===== src/verilog/bcl_pkg.sv =====
// Constants and carrier types of the buck regulator control logic
package bcl_pkg;
  // ******************************************************************
  // Timing
  // ******************************************************************
  localparam int unsigned CLK_HZ = 25_000_000;
  localparam int unsigned CLK_PERIOD_NS = 40;
  localparam int unsigned FSW_HZ = 1_000_000;
  localparam int unsigned DEAD_TIME_NS = 80;
  localparam int unsigned DEAD_CYC = (DEAD_TIME_NS + CLK_PERIOD_NS - 1) / CLK_PERIOD_NS;
  localparam int unsigned SS_LONG_MS = 8;
  localparam int unsigned SS_SHORT_MS = 4;
  localparam int unsigned RETRY_MS = 15;
  localparam int unsigned DITHER_PERIOD_US = 256;
  localparam int unsigned SS_LONG_CYC = SS_LONG_MS * (CLK_HZ / 1000);
  localparam int unsigned SS_SHORT_CYC = SS_SHORT_MS * (CLK_HZ / 1000);
  localparam int unsigned RETRY_CYC = RETRY_MS * (CLK_HZ / 1000);
  localparam int unsigned DITHER_PERIOD_CYC = DITHER_PERIOD_US * (CLK_HZ / 1_000_000);
  localparam int unsigned ACC_W = 16;
  localparam int unsigned STEP_NOM = 32'((64'h1 << ACC_W) * FSW_HZ / CLK_HZ);
  localparam int unsigned DITHER_PCT = 6;
  localparam int unsigned STEP_DEV = STEP_NOM * DITHER_PCT / 100;
  localparam int unsigned RAMP_STEPS = 256;
  localparam logic [3:0] HICCUP_LIMIT = 4'hf;
  localparam logic [7:0] RAMP_TOP = 8'hff;
  // ******************************************************************
  // Register map
  // ******************************************************************
  localparam logic [3:0] REG_CTRL = 4'h0;
  localparam logic [3:0] REG_STATUS = 4'h4;
  localparam int unsigned CTRL_SW_EN = 0;
  localparam int unsigned CTRL_EN_AND = 1;
  localparam int unsigned CTRL_RAMP = 2;
  localparam int unsigned CTRL_DITHER = 3;
  localparam int unsigned CTRL_PEAK = 4;
  localparam int unsigned STAT_MODE = 0;
  localparam int unsigned STAT_GOOD = 3;
  localparam int unsigned STAT_PIN = 4;
  localparam int unsigned STAT_STRAP = 5;
  localparam int unsigned STAT_EN = 6;
  localparam int unsigned STAT_MUX_A = 7;
  localparam int unsigned STAT_MUX_B = 8;
  localparam int unsigned STAT_HICCUP = 9;
  localparam int unsigned STAT_PHASE = 13;
  localparam int unsigned STAT_RAMP = 16;
  localparam logic [1:0] PEAK_CODE_RST = 2'h0;
  localparam logic [1:0] PEAK_CODE_STRAP = 2'h3;
  // ******************************************************************
  // Types
  // ******************************************************************
  typedef enum logic [2:0] {
    BCL_OFF = 3'h0, BCL_SOFTSTART = 3'h1, BCL_RUN = 3'h2,
    BCL_STANDBY = 3'h3, BCL_HICCUP = 3'h4
  } bcl_mode_t;
  typedef enum logic [2:0] {
    BCL_SW_IDLE = 3'h0, BCL_SW_HIGH = 3'h1, BCL_SW_DEAD_HL = 3'h2,
    BCL_SW_LOW = 3'h3, BCL_SW_DEAD_LH = 3'h4
  } bcl_phase_t;
  typedef struct packed {
    logic hw_enable;
    logic peak_limit_strap;
    logic fixed_high_vout;
    logic uvlo;
    logic interface_rail_valid;
    logic thermal_shdn;
    logic pwm_trip;
    logic peak_trip;
    logic below_zero_cross;
    logic below_valley;
    logic above_92;
    logic below_90;
    logic below_99;
    logic below_25;
    logic in_regulation;
    logic light_load;
    logic mux_a_over_b;
    logic mux_b_over_a;
    logic output_good_pin;
  } bcl_sense_t;
  typedef struct packed {
    logic sw_enable;
    logic en_and;
    logic ramp_time_select;
    logic freq_dither_select;
    logic [1:0] peak_code;
  } bcl_cfg_t;
  localparam bcl_cfg_t CFG_RST = '{peak_code: PEAK_CODE_RST, default: 1'b0};
  typedef struct packed {
    bcl_sense_t sync1;
    bcl_sense_t sync2;
    bcl_cfg_t cfg;
    bcl_mode_t mode;
    bcl_phase_t phase;
    logic [1:0] dead_cnt;
    logic [3:0] hiccup_cnt;
    logic [19:0] tmr;
    logic [7:0] ramp;
    logic [15:0] acc;
    logic [12:0] tri_cnt;
    logic tri_down;
    logic en;
    logic mux_a_on;
    logic mux_b_on;
    logic good;
    logic good_oe;
    logic [1:0] peak_lim;
    logic hs;
    logic ls;
    logic hiz;
    logic standby;
    logic bias_ldo;
    logic bias_to_out;
    logic wait_req;
    logic [31:0] rdata;
  } bcl_state_t;
  localparam bcl_state_t ST_RST = '{
    cfg: CFG_RST, mode: BCL_OFF, phase: BCL_SW_IDLE, hiz: 1'b1, wait_req: 1'b1,
    good_oe: 1'b1, default: '0
  };
endpackage : bcl_pkg


===== src/verilog/bcl_ctrl.sv =====
// Buck regulator control and sequencing logic with Avalon-MM registers
//
// The Avalon-MM register port and the register offsets are this design's own decisions.
`timescale 1ns/10ps
`default_nettype none

module bcl_ctrl #(
  parameter int unsigned SS_LONG_CYCLES = bcl_pkg::SS_LONG_CYC,
  parameter int unsigned SS_SHORT_CYCLES = bcl_pkg::SS_SHORT_CYC,
  parameter int unsigned RETRY_CYCLES = bcl_pkg::RETRY_CYC,
  parameter int unsigned DITHER_CYCLES = bcl_pkg::DITHER_PERIOD_CYC
) (
  input wire logic CLOCK_IN,
  input wire logic RST_N_IN,
  input wire logic [3:0] AVS_ADDRESS_IN,
  input wire logic AVS_READ_IN,
  input wire logic AVS_WRITE_IN,
  input wire logic [31:0] AVS_WRITEDATA_IN,
  input wire logic [3:0] AVS_BYTEENABLE_IN,
  output logic [31:0] AVS_READDATA_OUT,
  output logic AVS_WAITREQUEST_OUT,
  input wire bcl_pkg::bcl_sense_t SENSE_IN,
  output logic HIGH_SIDE_SWITCH_OUT,
  output logic LOW_SIDE_SWITCH_OUT,
  output logic SWITCH_NODE_HIZ_OUT,
  output logic STANDBY_OUT,
  output logic [1:0] PEAK_CURRENT_LIMIT_OUT,
  output logic [7:0] RAMP_LEVEL_OUT,
  output logic OUTPUT_GOOD_OUT,
  output logic OUTPUT_GOOD_OE_OUT,
  output logic BIAS_LDO_ON_OUT,
  output logic BIAS_TO_OUTPUT_OUT,
  output logic MUX_INPUT_A_ON_OUT,
  output logic MUX_INPUT_B_ON_OUT
);
  // ******************************************************************
  // Derived counts
  // ******************************************************************
  localparam int unsigned SS_LONG_STEP = SS_LONG_CYCLES / bcl_pkg::RAMP_STEPS;
  localparam int unsigned SS_SHORT_STEP = SS_SHORT_CYCLES / bcl_pkg::RAMP_STEPS;
  localparam int unsigned TRI_HALF = DITHER_CYCLES / 2;
  localparam logic [19:0] SS_LONG_LAST = 20'(SS_LONG_STEP - 1);
  localparam logic [19:0] SS_SHORT_LAST = 20'(SS_SHORT_STEP - 1);
  localparam logic [19:0] RETRY_LAST = 20'(RETRY_CYCLES - 1);
  localparam logic [12:0] TRI_TOP = 13'(TRI_HALF);
  localparam logic [1:0] DEAD_LAST = 2'(bcl_pkg::DEAD_CYC - 1);

  bcl_pkg::bcl_state_t st;
  bcl_pkg::bcl_state_t next_st;

  // ******************************************************************
  // Helpers
  // ******************************************************************
  // Phase step: swept linearly from -6% to +6% of nominal
  function automatic logic [15:0] dither_step(input logic [12:0] tri_pos);
    int unsigned span;
    span = (32'(tri_pos) * 2 * bcl_pkg::STEP_DEV) / TRI_HALF;
    return 16'(bcl_pkg::STEP_NOM - bcl_pkg::STEP_DEV + span);
  endfunction : dither_step

  function automatic logic [31:0] reg_read(input logic [3:0] addr,
                                           input bcl_pkg::bcl_state_t s);
    logic [31:0] d;
    d = 32'h0;
    if (addr == bcl_pkg::REG_CTRL) begin
      d[bcl_pkg::CTRL_SW_EN] = s.cfg.sw_enable;
      d[bcl_pkg::CTRL_EN_AND] = s.cfg.en_and;
      d[bcl_pkg::CTRL_RAMP] = s.cfg.ramp_time_select;
      d[bcl_pkg::CTRL_DITHER] = s.cfg.freq_dither_select;
      d[bcl_pkg::CTRL_PEAK +: 2] = s.cfg.peak_code;
    end else if (addr == bcl_pkg::REG_STATUS) begin
      d[bcl_pkg::STAT_MODE +: 3] = s.mode;
      d[bcl_pkg::STAT_GOOD] = s.good;
      d[bcl_pkg::STAT_PIN] = s.sync2.output_good_pin;
      d[bcl_pkg::STAT_STRAP] = s.sync2.peak_limit_strap;
      d[bcl_pkg::STAT_EN] = s.en;
      d[bcl_pkg::STAT_MUX_A] = s.mux_a_on;
      d[bcl_pkg::STAT_MUX_B] = s.mux_b_on;
      d[bcl_pkg::STAT_HICCUP +: 4] = s.hiccup_cnt;
      d[bcl_pkg::STAT_PHASE +: 3] = s.phase;
      d[bcl_pkg::STAT_RAMP +: 8] = s.ramp;
    end
    return d;
  endfunction : reg_read

  // ******************************************************************
  // Next state
  // ******************************************************************
  always_comb begin
    bcl_pkg::bcl_sense_t s;
    logic active;
    logic switching;
    logic tick;
    logic start_ok;
    logic on_end;
    logic hiccup_trip;
    logic [15:0] step;
    logic [19:0] ss_last;
    next_st = st;
    s = st.sync2;
    active = 1'b0;
    switching = 1'b0;
    tick = 1'b0;
    start_ok = 1'b0;
    on_end = 1'b0;
    hiccup_trip = 1'b0;
    step = 16'(bcl_pkg::STEP_NOM);
    ss_last = SS_LONG_LAST;

    // Analog sense and pins cross into the clock domain
    next_st.sync1 = SENSE_IN;
    next_st.sync2 = st.sync1;

    // Register bus: one wait cycle, then answer
    next_st.wait_req = 1'b1;
    if ((AVS_READ_IN || AVS_WRITE_IN) && st.wait_req) begin
      next_st.wait_req = 1'b0;
      next_st.rdata = reg_read(AVS_ADDRESS_IN, st);
    end
    if (AVS_WRITE_IN && !st.wait_req && AVS_ADDRESS_IN == bcl_pkg::REG_CTRL
        && AVS_BYTEENABLE_IN[0]) begin
      next_st.cfg.sw_enable = AVS_WRITEDATA_IN[bcl_pkg::CTRL_SW_EN];
      next_st.cfg.en_and = AVS_WRITEDATA_IN[bcl_pkg::CTRL_EN_AND];
      next_st.cfg.ramp_time_select = AVS_WRITEDATA_IN[bcl_pkg::CTRL_RAMP];
      next_st.cfg.freq_dither_select = AVS_WRITEDATA_IN[bcl_pkg::CTRL_DITHER];
      // Code writes only land while the strap is low
      if (!s.peak_limit_strap) begin
        next_st.cfg.peak_code = AVS_WRITEDATA_IN[bcl_pkg::CTRL_PEAK +: 2];
      end
    end
    if (s.uvlo || !s.interface_rail_valid) begin
      next_st.cfg = bcl_pkg::CFG_RST;
    end
    // Strap high forces the top code, 700mA plus 100mA per step
    next_st.peak_lim = next_st.sync2.peak_limit_strap ? bcl_pkg::PEAK_CODE_STRAP
                       : next_st.cfg.peak_code;

    // Enable combination
    if (st.cfg.en_and) begin
      next_st.en = s.hw_enable & st.cfg.sw_enable;
    end else begin
      next_st.en = s.hw_enable | st.cfg.sw_enable;
    end
    active = st.en && !s.uvlo;

    // Switching clock with optional triangle dither
    if (st.cfg.freq_dither_select) begin
      step = dither_step(st.tri_cnt);
      if (st.tri_down) begin
        if (st.tri_cnt == 13'h0) begin
          next_st.tri_down = 1'b0;
        end else begin
          next_st.tri_cnt = st.tri_cnt - 13'h1;
        end
      end else if (st.tri_cnt >= TRI_TOP) begin
        next_st.tri_down = 1'b1;
      end else begin
        next_st.tri_cnt = st.tri_cnt + 13'h1;
      end
    end else begin
      next_st.tri_cnt = 13'h0;
      next_st.tri_down = 1'b0;
    end
    {tick, next_st.acc} = {1'b0, st.acc} + {1'b0, step};

    // Sequencing
    ss_last = st.cfg.ramp_time_select ? SS_SHORT_LAST : SS_LONG_LAST;
    unique case (st.mode)
      bcl_pkg::BCL_OFF: begin
        if (active) begin
          next_st.mode = bcl_pkg::BCL_SOFTSTART;
          next_st.tmr = 20'h0;
          next_st.ramp = 8'h0;
        end
      end
      bcl_pkg::BCL_SOFTSTART: begin
        if (st.tmr >= ss_last) begin
          next_st.tmr = 20'h0;
          if (st.ramp == bcl_pkg::RAMP_TOP) begin
            next_st.mode = bcl_pkg::BCL_RUN;
          end else begin
            next_st.ramp = st.ramp + 8'h1;
          end
        end else begin
          next_st.tmr = st.tmr + 20'h1;
        end
      end
      bcl_pkg::BCL_RUN: begin
        if (s.in_regulation && s.light_load && st.phase == bcl_pkg::BCL_SW_IDLE) begin
          next_st.mode = bcl_pkg::BCL_STANDBY;
        end
      end
      bcl_pkg::BCL_STANDBY: begin
        if (s.below_99) begin
          next_st.mode = bcl_pkg::BCL_RUN;
        end
      end
      bcl_pkg::BCL_HICCUP: begin
        if (st.tmr >= RETRY_LAST) begin
          if (!s.thermal_shdn) begin
            next_st.mode = bcl_pkg::BCL_SOFTSTART;
            next_st.tmr = 20'h0;
            next_st.ramp = 8'h0;
          end
        end else begin
          next_st.tmr = st.tmr + 20'h1;
        end
      end
      default: begin
        next_st.mode = bcl_pkg::BCL_OFF;
      end
    endcase

    // Power stage sequencing
    switching = st.mode == bcl_pkg::BCL_SOFTSTART || st.mode == bcl_pkg::BCL_RUN;
    start_ok = tick && !(s.below_25 && !s.below_valley);
    on_end = s.pwm_trip || s.peak_trip;
    next_st.dead_cnt = 2'h0;
    unique case (st.phase)
      bcl_pkg::BCL_SW_IDLE: begin
        // Low switch may have opened a cycle ago, so keep the dead time
        if (start_ok) begin
          next_st.phase = bcl_pkg::BCL_SW_DEAD_LH;
        end
      end
      bcl_pkg::BCL_SW_HIGH: begin
        if (on_end) begin
          next_st.phase = bcl_pkg::BCL_SW_DEAD_HL;
          if (s.peak_trip && s.below_25) begin
            next_st.hiccup_cnt = st.hiccup_cnt + 4'h1;
          end else begin
            next_st.hiccup_cnt = 4'h0;
          end
        end
      end
      bcl_pkg::BCL_SW_DEAD_HL: begin
        next_st.dead_cnt = st.dead_cnt + 2'h1;
        if (st.dead_cnt == DEAD_LAST) begin
          next_st.phase = bcl_pkg::BCL_SW_LOW;
        end
      end
      bcl_pkg::BCL_SW_LOW: begin
        if (s.below_zero_cross) begin
          next_st.phase = bcl_pkg::BCL_SW_IDLE;
        end else if (start_ok) begin
          next_st.phase = bcl_pkg::BCL_SW_DEAD_LH;
        end
      end
      bcl_pkg::BCL_SW_DEAD_LH: begin
        next_st.dead_cnt = st.dead_cnt + 2'h1;
        if (st.dead_cnt == DEAD_LAST) begin
          // Valley block also holds back an on-time already queued
          if (s.below_25 && !s.below_valley) begin
            next_st.phase = bcl_pkg::BCL_SW_IDLE;
          end else begin
            next_st.phase = bcl_pkg::BCL_SW_HIGH;
          end
        end
      end
      default: begin
        next_st.phase = bcl_pkg::BCL_SW_IDLE;
      end
    endcase
    if (!s.below_25) begin
      next_st.hiccup_cnt = 4'h0;
    end
    hiccup_trip = s.below_25 && next_st.hiccup_cnt >= bcl_pkg::HICCUP_LIMIT;

    // Faults and disable override the sequence
    if (switching && (hiccup_trip || s.thermal_shdn)) begin
      next_st.mode = bcl_pkg::BCL_HICCUP;
      next_st.tmr = 20'h0;
    end else if (st.mode == bcl_pkg::BCL_STANDBY && s.thermal_shdn) begin
      next_st.mode = bcl_pkg::BCL_HICCUP;
      next_st.tmr = 20'h0;
    end
    if (!active) begin
      next_st.mode = bcl_pkg::BCL_OFF;
    end
    if (!(next_st.mode == bcl_pkg::BCL_SOFTSTART || next_st.mode == bcl_pkg::BCL_RUN)) begin
      next_st.phase = bcl_pkg::BCL_SW_IDLE;
      next_st.hiccup_cnt = 4'h0;
    end
    next_st.hs = next_st.phase == bcl_pkg::BCL_SW_HIGH;
    next_st.ls = next_st.phase == bcl_pkg::BCL_SW_LOW;
    next_st.hiz = next_st.phase == bcl_pkg::BCL_SW_IDLE;
    next_st.standby = next_st.mode == bcl_pkg::BCL_STANDBY;

    // Output good with hysteresis
    if (next_st.mode == bcl_pkg::BCL_OFF || next_st.mode == bcl_pkg::BCL_HICCUP) begin
      next_st.good = 1'b0;
    end else if (s.above_92) begin
      next_st.good = 1'b1;
    end else if (s.below_90) begin
      next_st.good = 1'b0;
    end
    next_st.good_oe = !next_st.good;

    // Internal supply and rail handover
    next_st.bias_to_out = s.fixed_high_vout && s.in_regulation
                          && (next_st.mode == bcl_pkg::BCL_RUN
                              || next_st.mode == bcl_pkg::BCL_STANDBY);
    next_st.bias_ldo = (s.hw_enable || s.interface_rail_valid)
                       && !next_st.bias_to_out;

    // Input mux: ideal-diode selection with hysteresis
    if (!active) begin
      next_st.mux_a_on = 1'b0;
      next_st.mux_b_on = 1'b0;
    end else if (!st.mux_a_on && !st.mux_b_on) begin
      next_st.mux_a_on = !s.mux_b_over_a;
      next_st.mux_b_on = s.mux_b_over_a;
    end else if (st.mux_a_on && s.mux_b_over_a) begin
      next_st.mux_a_on = 1'b0;
      next_st.mux_b_on = 1'b1;
    end else if (st.mux_b_on && s.mux_a_over_b) begin
      next_st.mux_a_on = 1'b1;
      next_st.mux_b_on = 1'b0;
    end
  end

  // ******************************************************************
  // State register
  // ******************************************************************
  always_ff @(posedge CLOCK_IN) begin
    if (!RST_N_IN) begin
      st <= bcl_pkg::ST_RST;
    end else begin
      st <= next_st;
    end
  end

  // ******************************************************************
  // Outputs
  // ******************************************************************
  assign AVS_READDATA_OUT = st.rdata;
  assign AVS_WAITREQUEST_OUT = st.wait_req;
  assign HIGH_SIDE_SWITCH_OUT = st.hs;
  assign LOW_SIDE_SWITCH_OUT = st.ls;
  assign SWITCH_NODE_HIZ_OUT = st.hiz;
  assign STANDBY_OUT = st.standby;
  assign PEAK_CURRENT_LIMIT_OUT = st.peak_lim;
  assign RAMP_LEVEL_OUT = st.ramp;
  assign OUTPUT_GOOD_OUT = 1'b0;
  assign OUTPUT_GOOD_OE_OUT = st.good_oe;
  assign BIAS_LDO_ON_OUT = st.bias_ldo;
  assign BIAS_TO_OUTPUT_OUT = st.bias_to_out;
  assign MUX_INPUT_A_ON_OUT = st.mux_a_on;
  assign MUX_INPUT_B_ON_OUT = st.mux_b_on;
endmodule : bcl_ctrl

`default_nettype wire


===== config.mk =====
export PLATFORM = sky130hd
export DESIGN_NAME = bcl_ctrl
export DESIGN_NICKNAME = d
export VERILOG_FILES = /design/src/verilog/bcl_pkg.sv /design/src/verilog/bcl_ctrl.sv
export SDC_FILE = /design/constraint.sdc
export NUM_CORES = 1
export LEC_CHECK = 0
export BUFFER_PORTS_ARGS = -buffer_cell sky130_fd_sc_hd__buf_4
export CAP_MARGIN = 10
export CORE_MARGIN = 10
export CORE_UTILIZATION = 50
export DETAILED_ROUTE_END_ITERATION = 16
export HOLD_SLACK_MARGIN = 0.08
export PLACE_DENSITY = 0.69
export SYNTH_ARGS = -nofsm -noshare
export SYNTH_HDL_FRONTEND = slang
export SYNTH_SLANG_ARGS = --single-unit
export TNS_END_PERCENT = 5

===== constraint.sdc =====
create_clock -name CLOCK_IN -period 15.3 [get_ports CLOCK_IN]
set_input_delay 2.295 -clock CLOCK_IN [delete_from_list [all_inputs] [get_ports CLOCK_IN]]
set_output_delay 2.295 -clock CLOCK_IN [all_outputs]
set_load 0.03 [all_outputs]

# After elaboration in Yosys (flattened, before gate mapping)
# Cells that the tools add are included.
# word_totals
output_inout_bits,53
ff_bits,152
inputBits,63
elab_cells,216
# classes
n_div,1
multipliers,1
mux,52
add_sub_neg,8
eq_ne,25
order_cmp,4
n_reduce_logical,56
bitwise_logic,3
# op_table
operator,n
28-bit case mux with 3 select lines,1
28-bit 2-to-1 mux,2
3-bit 2-to-1 mux,15
20-bit 2-to-1 mux,2
33-bit 2-to-1 mux,1
"23-bit by 12-bit divider with 32-bit output, second input constant",1
3-bit case mux with 5 select lines,2
13-bit 2-to-1 mux,2
24-bit 2-to-1 mux,1
8-bit 2-to-1 mux,3
"3-bit by 2-bit equality test with 1-bit output, second input constant",7
"13-bit by 8-bit multiplier with 21-bit output, second input constant",1
"20-bit by 1-bit adder with 20-bit output, second input constant",1
20-bit by 10-bit greater-or-equal comparator with 1-bit output,1
"20-bit by 19-bit greater-or-equal comparator with 1-bit output, second input constant",1
1-bit logical AND,19
18-bit 2-to-1 mux,1
16-bit by 16-bit adder with 17-bit output,1
"12-bit by 16-bit adder with 16-bit output, first input constant",1
16-bit 2-to-1 mux,1
4-bit 2-to-1 mux,4
14-bit 2-to-1 mux,1
2-bit 2-to-1 mux,7
"2-bit != test, second input constant",7
30 further kinds,67

# Logic depth before layout (Yosys ltp)
# depth
word_depth,16
ltp_mapped,57
mapped_depth_nobuf,53

# Worst setup path before layout
# No wires, ideal clock.
# synth_timing
path_kind,register -> register
from,register st[55] (netlist bit)
to,"register st, in the netlist HIGH_SIDE_SWITCH_OUT"
path_stages_with_launch,56
required_ns,15.241
setup_slack_ns,3.181
n_path_buf,2
arrival_time_ns,12.059
synth_period_minus_slack_ns,12.119
setup_time_ns,0.059
cell_sequence,dfxtp_1 inv_1 fa_1 inv_1 ha_1 fa_1 inv_1 fa_1 inv_1 ha_1 buf_2 a21oi_2 nand2_1 o41ai_4 mux2_2 a211oi_4 o221ai_2 a21oi_4 (+20 left out) fa_1 a21o_1 a21oi_1 o21bai_1 a21oi_1 o21bai_1 a21oi_1 o21bai_1 a21oi_1 o21bai_1 a21oi_1 nor2b_1 o21a_1 and4_1 and3b_1 a211oi_1 nor3_1 and2_1
# synth_via
elab_chain_cells,11
# synth_lines
item,line,rtl
start: declaration,bcl_ctrl.sv:48,bcl_pkg::bcl_state_t st;
start signal: assignment,bcl_ctrl.sv:327,st <= bcl_pkg::ST_RST;
start signal: assignment,bcl_ctrl.sv:329,st <= next_st;
13-bit by 8-bit multiplier with 21-bit output *,bcl_ctrl.sv:57,span = (32'(tri_pos) * 2 * bcl_pkg::STEP_DEV) / TRI_HALF;
23-bit by 12-bit divider with 32-bit output *,bcl_ctrl.sv:57,
12-bit by 16-bit adder with 16-bit output *,bcl_ctrl.sv:58,return 16'(bcl_pkg::STEP_NOM - bcl_pkg::STEP_DEV + span);
16-bit 2-to-1 mux *,bcl_ctrl.sv:147,if (st.cfg.freq_dither_select) begin
16-bit by 16-bit adder with 17-bit output *,bcl_ctrl.sv:164,"{tick, next_st.acc} = {1'b0, st.acc} + {1'b0, step};"
1-bit logical AND *,bcl_ctrl.sv:216,start_ok = tick && !(s.below_25 && !s.below_valley);
3-bit 2-to-1 mux *,"bcl_ctrl.sv:222, bcl_ctrl.sv:245",
3-bit 2-to-1 mux,bcl_ctrl.sv:243,if (s.below_zero_cross) begin
3-bit case mux with 5 select lines *,bcl_ctrl.sv:219,unique case (st.phase)
3-bit 2-to-1 mux *,bcl_ctrl.sv:280,if (!(next_st.mode == bcl_pkg::BCL_SOFTSTART || next_st.mode == bcl_pkg::BCL_RUN)) begin
3-bit by 1-bit equality test with 1-bit output *,bcl_ctrl.sv:284,next_st.hs = next_st.phase == bcl_pkg::BCL_SW_HIGH;
# Every way passes the cells marked *; elsewhere a longest branch is shown, timed or not.
# A chain may end at the register's enable or synchronous reset.

# Worst setup path in the final report
# layout_timing
from,register st[55] (netlist bit)
to,"register st, in the netlist SWITCH_NODE_HIZ_OUT"
# layout_via
elab_chain_cells,11
# layout_lines
item,line,rtl
13-bit by 8-bit multiplier with 21-bit output *,bcl_ctrl.sv:57,
23-bit by 12-bit divider with 32-bit output *,bcl_ctrl.sv:57,
12-bit by 16-bit adder with 16-bit output *,bcl_ctrl.sv:58,
16-bit 2-to-1 mux *,bcl_ctrl.sv:147,
16-bit by 16-bit adder with 17-bit output *,bcl_ctrl.sv:164,
1-bit logical AND *,bcl_ctrl.sv:216,
3-bit 2-to-1 mux *,"bcl_ctrl.sv:222, bcl_ctrl.sv:245",
3-bit 2-to-1 mux,bcl_ctrl.sv:243,
3-bit case mux with 5 select lines *,bcl_ctrl.sv:219,
3-bit 2-to-1 mux *,bcl_ctrl.sv:280,
3-bit logical NOT *,bcl_ctrl.sv:286,next_st.hiz = next_st.phase == bcl_pkg::BCL_SW_IDLE;
# Marks and branches as above.

==> implementation parameters <==
Parameter                              Value

Yosys
  Post-synthesis share of cell area spent on full adders, half adders and majority gates    16.06%
  Leading register cell type out of synthesis    sky130_fd_sc_hd__dfxtp_1
  Count of flip-flops with a built-in enable after synthesis    0
  Synth cell types    between 90 and 100
  Warnings, synthesis    0
  Fraction of the mapped netlist area in simple logic gates    roughly a fifth
  FFs w/ async S/R, synth    0%
  Sequential element share of the synthesized area    between 20% and 30%
  Syn Inst Count    roughly 1400
  Synth Area in XOR/XNOR    5.268%
  Number of storage elements in the synthesis netlist    ~150
  Syn_area_per_cell    between 8 and 9 sq um
  Main combinational cell family by area after synthesis    simple AND/OR/NAND/NOR gates
  Top cells by area, synth    sky130_fd_sc_hd__dfxtp_1 (27%), sky130_fd_sc_hd__ha_1 (10%), sky130_fd_sc_hd__fa_1 (5.6%)
  Fraction of synthesized cell area taken by the top area cell type    between 20% and 30%
  Post-synthesis compound-gate area fraction    a little over a fifth
  Syn Std Cell Area    ~11000 sq um
  Cell type with the highest aggregate area in the netlist    sky130_fd_sc_hd__dfxtp_1
  Share of synthesized area spent on multiplexers    ~2.2%

Placed design
  Placed cell area    between 10000 and 15000 sq um
  Port Buffers    77
  Routability-driven placement congestion ratio    ~0.9
  Sum of net half-perimeters after detailed placement    slightly below 20000 um
  Cell count after placement    about 1700
  Worst setup timing slack at the placement stage    ~1.2 ns

Layout
  Most common cell after layout, fill and taps aside    sky130_fd_sc_hd__nor2_1
  NumNets Final    ~1600
  Number of antenna cells inserted    0
  Leading cell types in the layout, fill and taps excluded    sky130_fd_sc_hd__nor2_1 (158), sky130_fd_sc_hd__dfxtp_1 (152), sky130_fd_sc_hd__ha_1 (96), sky130_fd_sc_hd__inv_1 (95), sky130_fd_sc_hd__buf_4 (83)
  Final standard cell area without fillers    12600 sq um
  Number of cells in the finished layout apart from fillers    1697
  Total of fill cells in the finished design    2102
  Share of cells above drive strength 1    about an eighth
  Growth of design area from synthesis to finish    9.839%
  Core utilization of the finished layout    between 50% and 60%

Floorplanning
  Initial Util    roughly 50%
  Die outline height    about 170 um
  Horiz. Die Dim    between 150 and 200 um
  Rows    55
  Number of primary I/O pins    ~120
  Die Footprint    just under 30000 sq um
  Std-Cell Core Area    between 20000 and 25000 sq um

Clocking
  Clock sink count    152
  Root buf cell    sky130_fd_sc_hd__clkbuf_16
  TritonCTS clock tree    done
  Buffers from clock root to sink, at most    2
  Clk pin slew, worst setup/hold paths    0.07 ns
  Total number of H-tree levels    4
  Insertion delay to the later sink of the worst-skew pair    roughly 0.42 ns
  Number of buffers created by CTS    17
  Post-CTS Setup Repair Bufs    0

Critical path
  Critical path data arrival time    14.32 ns
  Slowest cell on crit path    sky130_fd_sc_hd__fa_1
  Peak fanout along the critical path    13
  Critical Setup Path Class    reg2reg
  Delay of the slowest cell on the worst path    between 0.5 and 0.6 ns
  Cell with the most instances on the worst path    sky130_fd_sc_hd__a21oi_1
  Type of origin of the critical path    register
  Kind of capture point of the worst setup path    register
  Worst path required time    15.60 ns

Detailed routing
  DRT iter0 DRCs    606
  Average wire per cell in the routed design    between 10 and 15 um
  Residual DRC    0
  Vias per cell    roughly 5.7
  Vias after detailed routing    between 9000 and 10000
  ANT nets after route    0
  Routed WL    ~25000 um
  DR pass1 iterations    5

Min path
  Hold crit path type    reg2reg

Global route
  Largest net degree at the start of global routing    51
  Number of global-route vias before repair    slightly above 9000
  GRT Total Usage    between 10% and 20%
  Initial antenna violation count    0
  First-pass GRT wire length    around 42000 um
  Remaining Overflow, GRT    0

STA
  Actual slew at the worst max-slew pin    1.046 ns
  Count of final max-slew check failures    0
  Final setup violation count    0
  Worst hold slack    roughly 0.43 ns
  Time the final worst path needs with I/O delays and setup    ~14 ns
  Slew Limit Headroom    a little under a third
  RSZ-0062 raised after global routing    no
  Aggregate negative setup slack    0 ns
  Peak clock frequency supported by timing    71.33 MHz
  Worst clock skew    about 0.012 ns
  Hold violation total from the final report    0
  Post-route clock period utilization    91.62%
  Min setup slack post-route    around 1.3 ns

Pwr
  Pwr Density    71.81 nW/um^2
  Post-route total power    0.9048 mW
  VDD IR max    between 60 and 70 uV
  Leakage Power    roughly 5.6 nW

Status
  Outcome    complete, no violations

Run
  Count of max-cap constraint violations    0
timing repair:
item / 4_1_cts / 5_1_grt
endpoints found under the setup margin: 0 / 3
gates resized for setup: 0 / 1
hold buffers: 0 / 0
worst paths after layout:
kind                                 from                        endpoint  slack [ns]  cells past startpoint
setup / recovery      st[55]$_SDFFE_PN0P_  SWITCH_NODE_HIZ_OUT$_SDFF_PN1_        1.28                     53
hold / removal    next_st[136]$_SDFF_PN0_              st[136]$_SDFF_PN0_        0.43                      1
setup reg to reg      st[55]$_SDFFE_PN0P_  SWITCH_NODE_HIZ_OUT$_SDFF_PN1_        1.28                     53
hold reg to reg   next_st[136]$_SDFF_PN0_              st[136]$_SDFF_PN0_        0.43                      1
area by class of cell:
class | instances | area (sq um) | share of cell area (%)
timing repair buffer | 83 | 623.1 | 4.945
multi-input combinational | 1049 | 7599 | 60.31
inverter | 96 | 360.3 | 2.860
tap | 285 | 356.6 | 2.830
sequential | 152 | 3043 | 24.15
clock buffer | 18 | 439.2 | 3.486
clock inverter | 14 | 178.9 | 1.420
critical path, delay by kind of cell, from the launching register on:
family                   cells  cell delay [ns]
adder cells (fa/ha/maj)      7             2.97
AO/OA/AOI/OAI               29             6.95
AND/OR/NAND/NOR             10             2.24
buffers and inverters        4             0.30
multiplexers                 3             0.86
flip-flops                   1             0.54
layer usage:
layer	share of wire, %	vias to the layer above	track usage, %
met5	0	-	0
met3	5.0	29	2.980
met2	48	203	29.68
li1	-	4868	-
met4	1.1	0	4.272
met1	45	4503	21.09
kinds of logic after synthesis:
group | after synthesis
flip-flops | 152
buffers and inverters | 181
AND/OR/NAND/NOR | 485
multiplexers | 24
XOR/XNOR | 66
AO/OA/AOI/OAI | 335
adder cells (fa/ha/maj) | 128
other | 2
sequential cells by signal, indices dropped and copies added (netlist names):
register and cells:
OUTPUT_GOOD_OE_OUT 1, MUX_INPUT_A_ON_OUT 1, HIGH_SIDE_SWITCH_OUT 1, LOW_SIDE_SWITCH_OUT 1, SWITCH_NODE_HIZ_OUT 1, next_st 19
st 89, STANDBY_OUT 1, RAMP_LEVEL_OUT 8, PEAK_CURRENT_LIMIT_OUT 2, BIAS_TO_OUTPUT_OUT 1, AVS_READDATA_OUT 24
AVS_WAITREQUEST_OUT 1, BIAS_LDO_ON_OUT 1, MUX_INPUT_B_ON_OUT 1
synth_stat cells (14+ instances only):
library cell / n
sky130_fd_sc_hd__and3_1: 23
sky130_fd_sc_hd__nor2_1: 159
sky130_fd_sc_hd__xnor2_1: 36
sky130_fd_sc_hd__nor2b_1: 14
sky130_fd_sc_hd__buf_4: 45
sky130_fd_sc_hd__nand2_1: 72
sky130_fd_sc_hd__nor4_1: 14
sky130_fd_sc_hd__a211oi_1: 16
sky130_fd_sc_hd__nor3b_1: 14
sky130_fd_sc_hd__mux2i_1: 15
sky130_fd_sc_hd__a21oi_1: 79
sky130_fd_sc_hd__a22oi_1: 29
sky130_fd_sc_hd__xor2_1: 28
sky130_fd_sc_hd__fa_1: 32
sky130_fd_sc_hd__clkbuf_1: 29
sky130_fd_sc_hd__inv_1: 95
sky130_fd_sc_hd__o21ai_0: 42
sky130_fd_sc_hd__ha_1: 96
sky130_fd_sc_hd__and2_1: 48
sky130_fd_sc_hd__o21bai_1: 17
sky130_fd_sc_hd__nor3_1: 37
sky130_fd_sc_hd__nand4_1: 16
sky130_fd_sc_hd__a21o_1: 21
sky130_fd_sc_hd__nand3_1: 38
sky130_fd_sc_hd__dfxtp_1: 152
report_power, final:
part / switching (mW) / total, mW / leakage (nW) / internal, mW
logic: 0.0364 / 0.0662 / 4.08 / 0.0298
registers: 0.00531 / 0.414 / 1.24 / 0.409
clock network: 0.186 / 0.425 / 0.301 / 0.238
total: 0.228 / 0.905 / 5.62 / 0.677
Power figures use the tool's default switching activity.
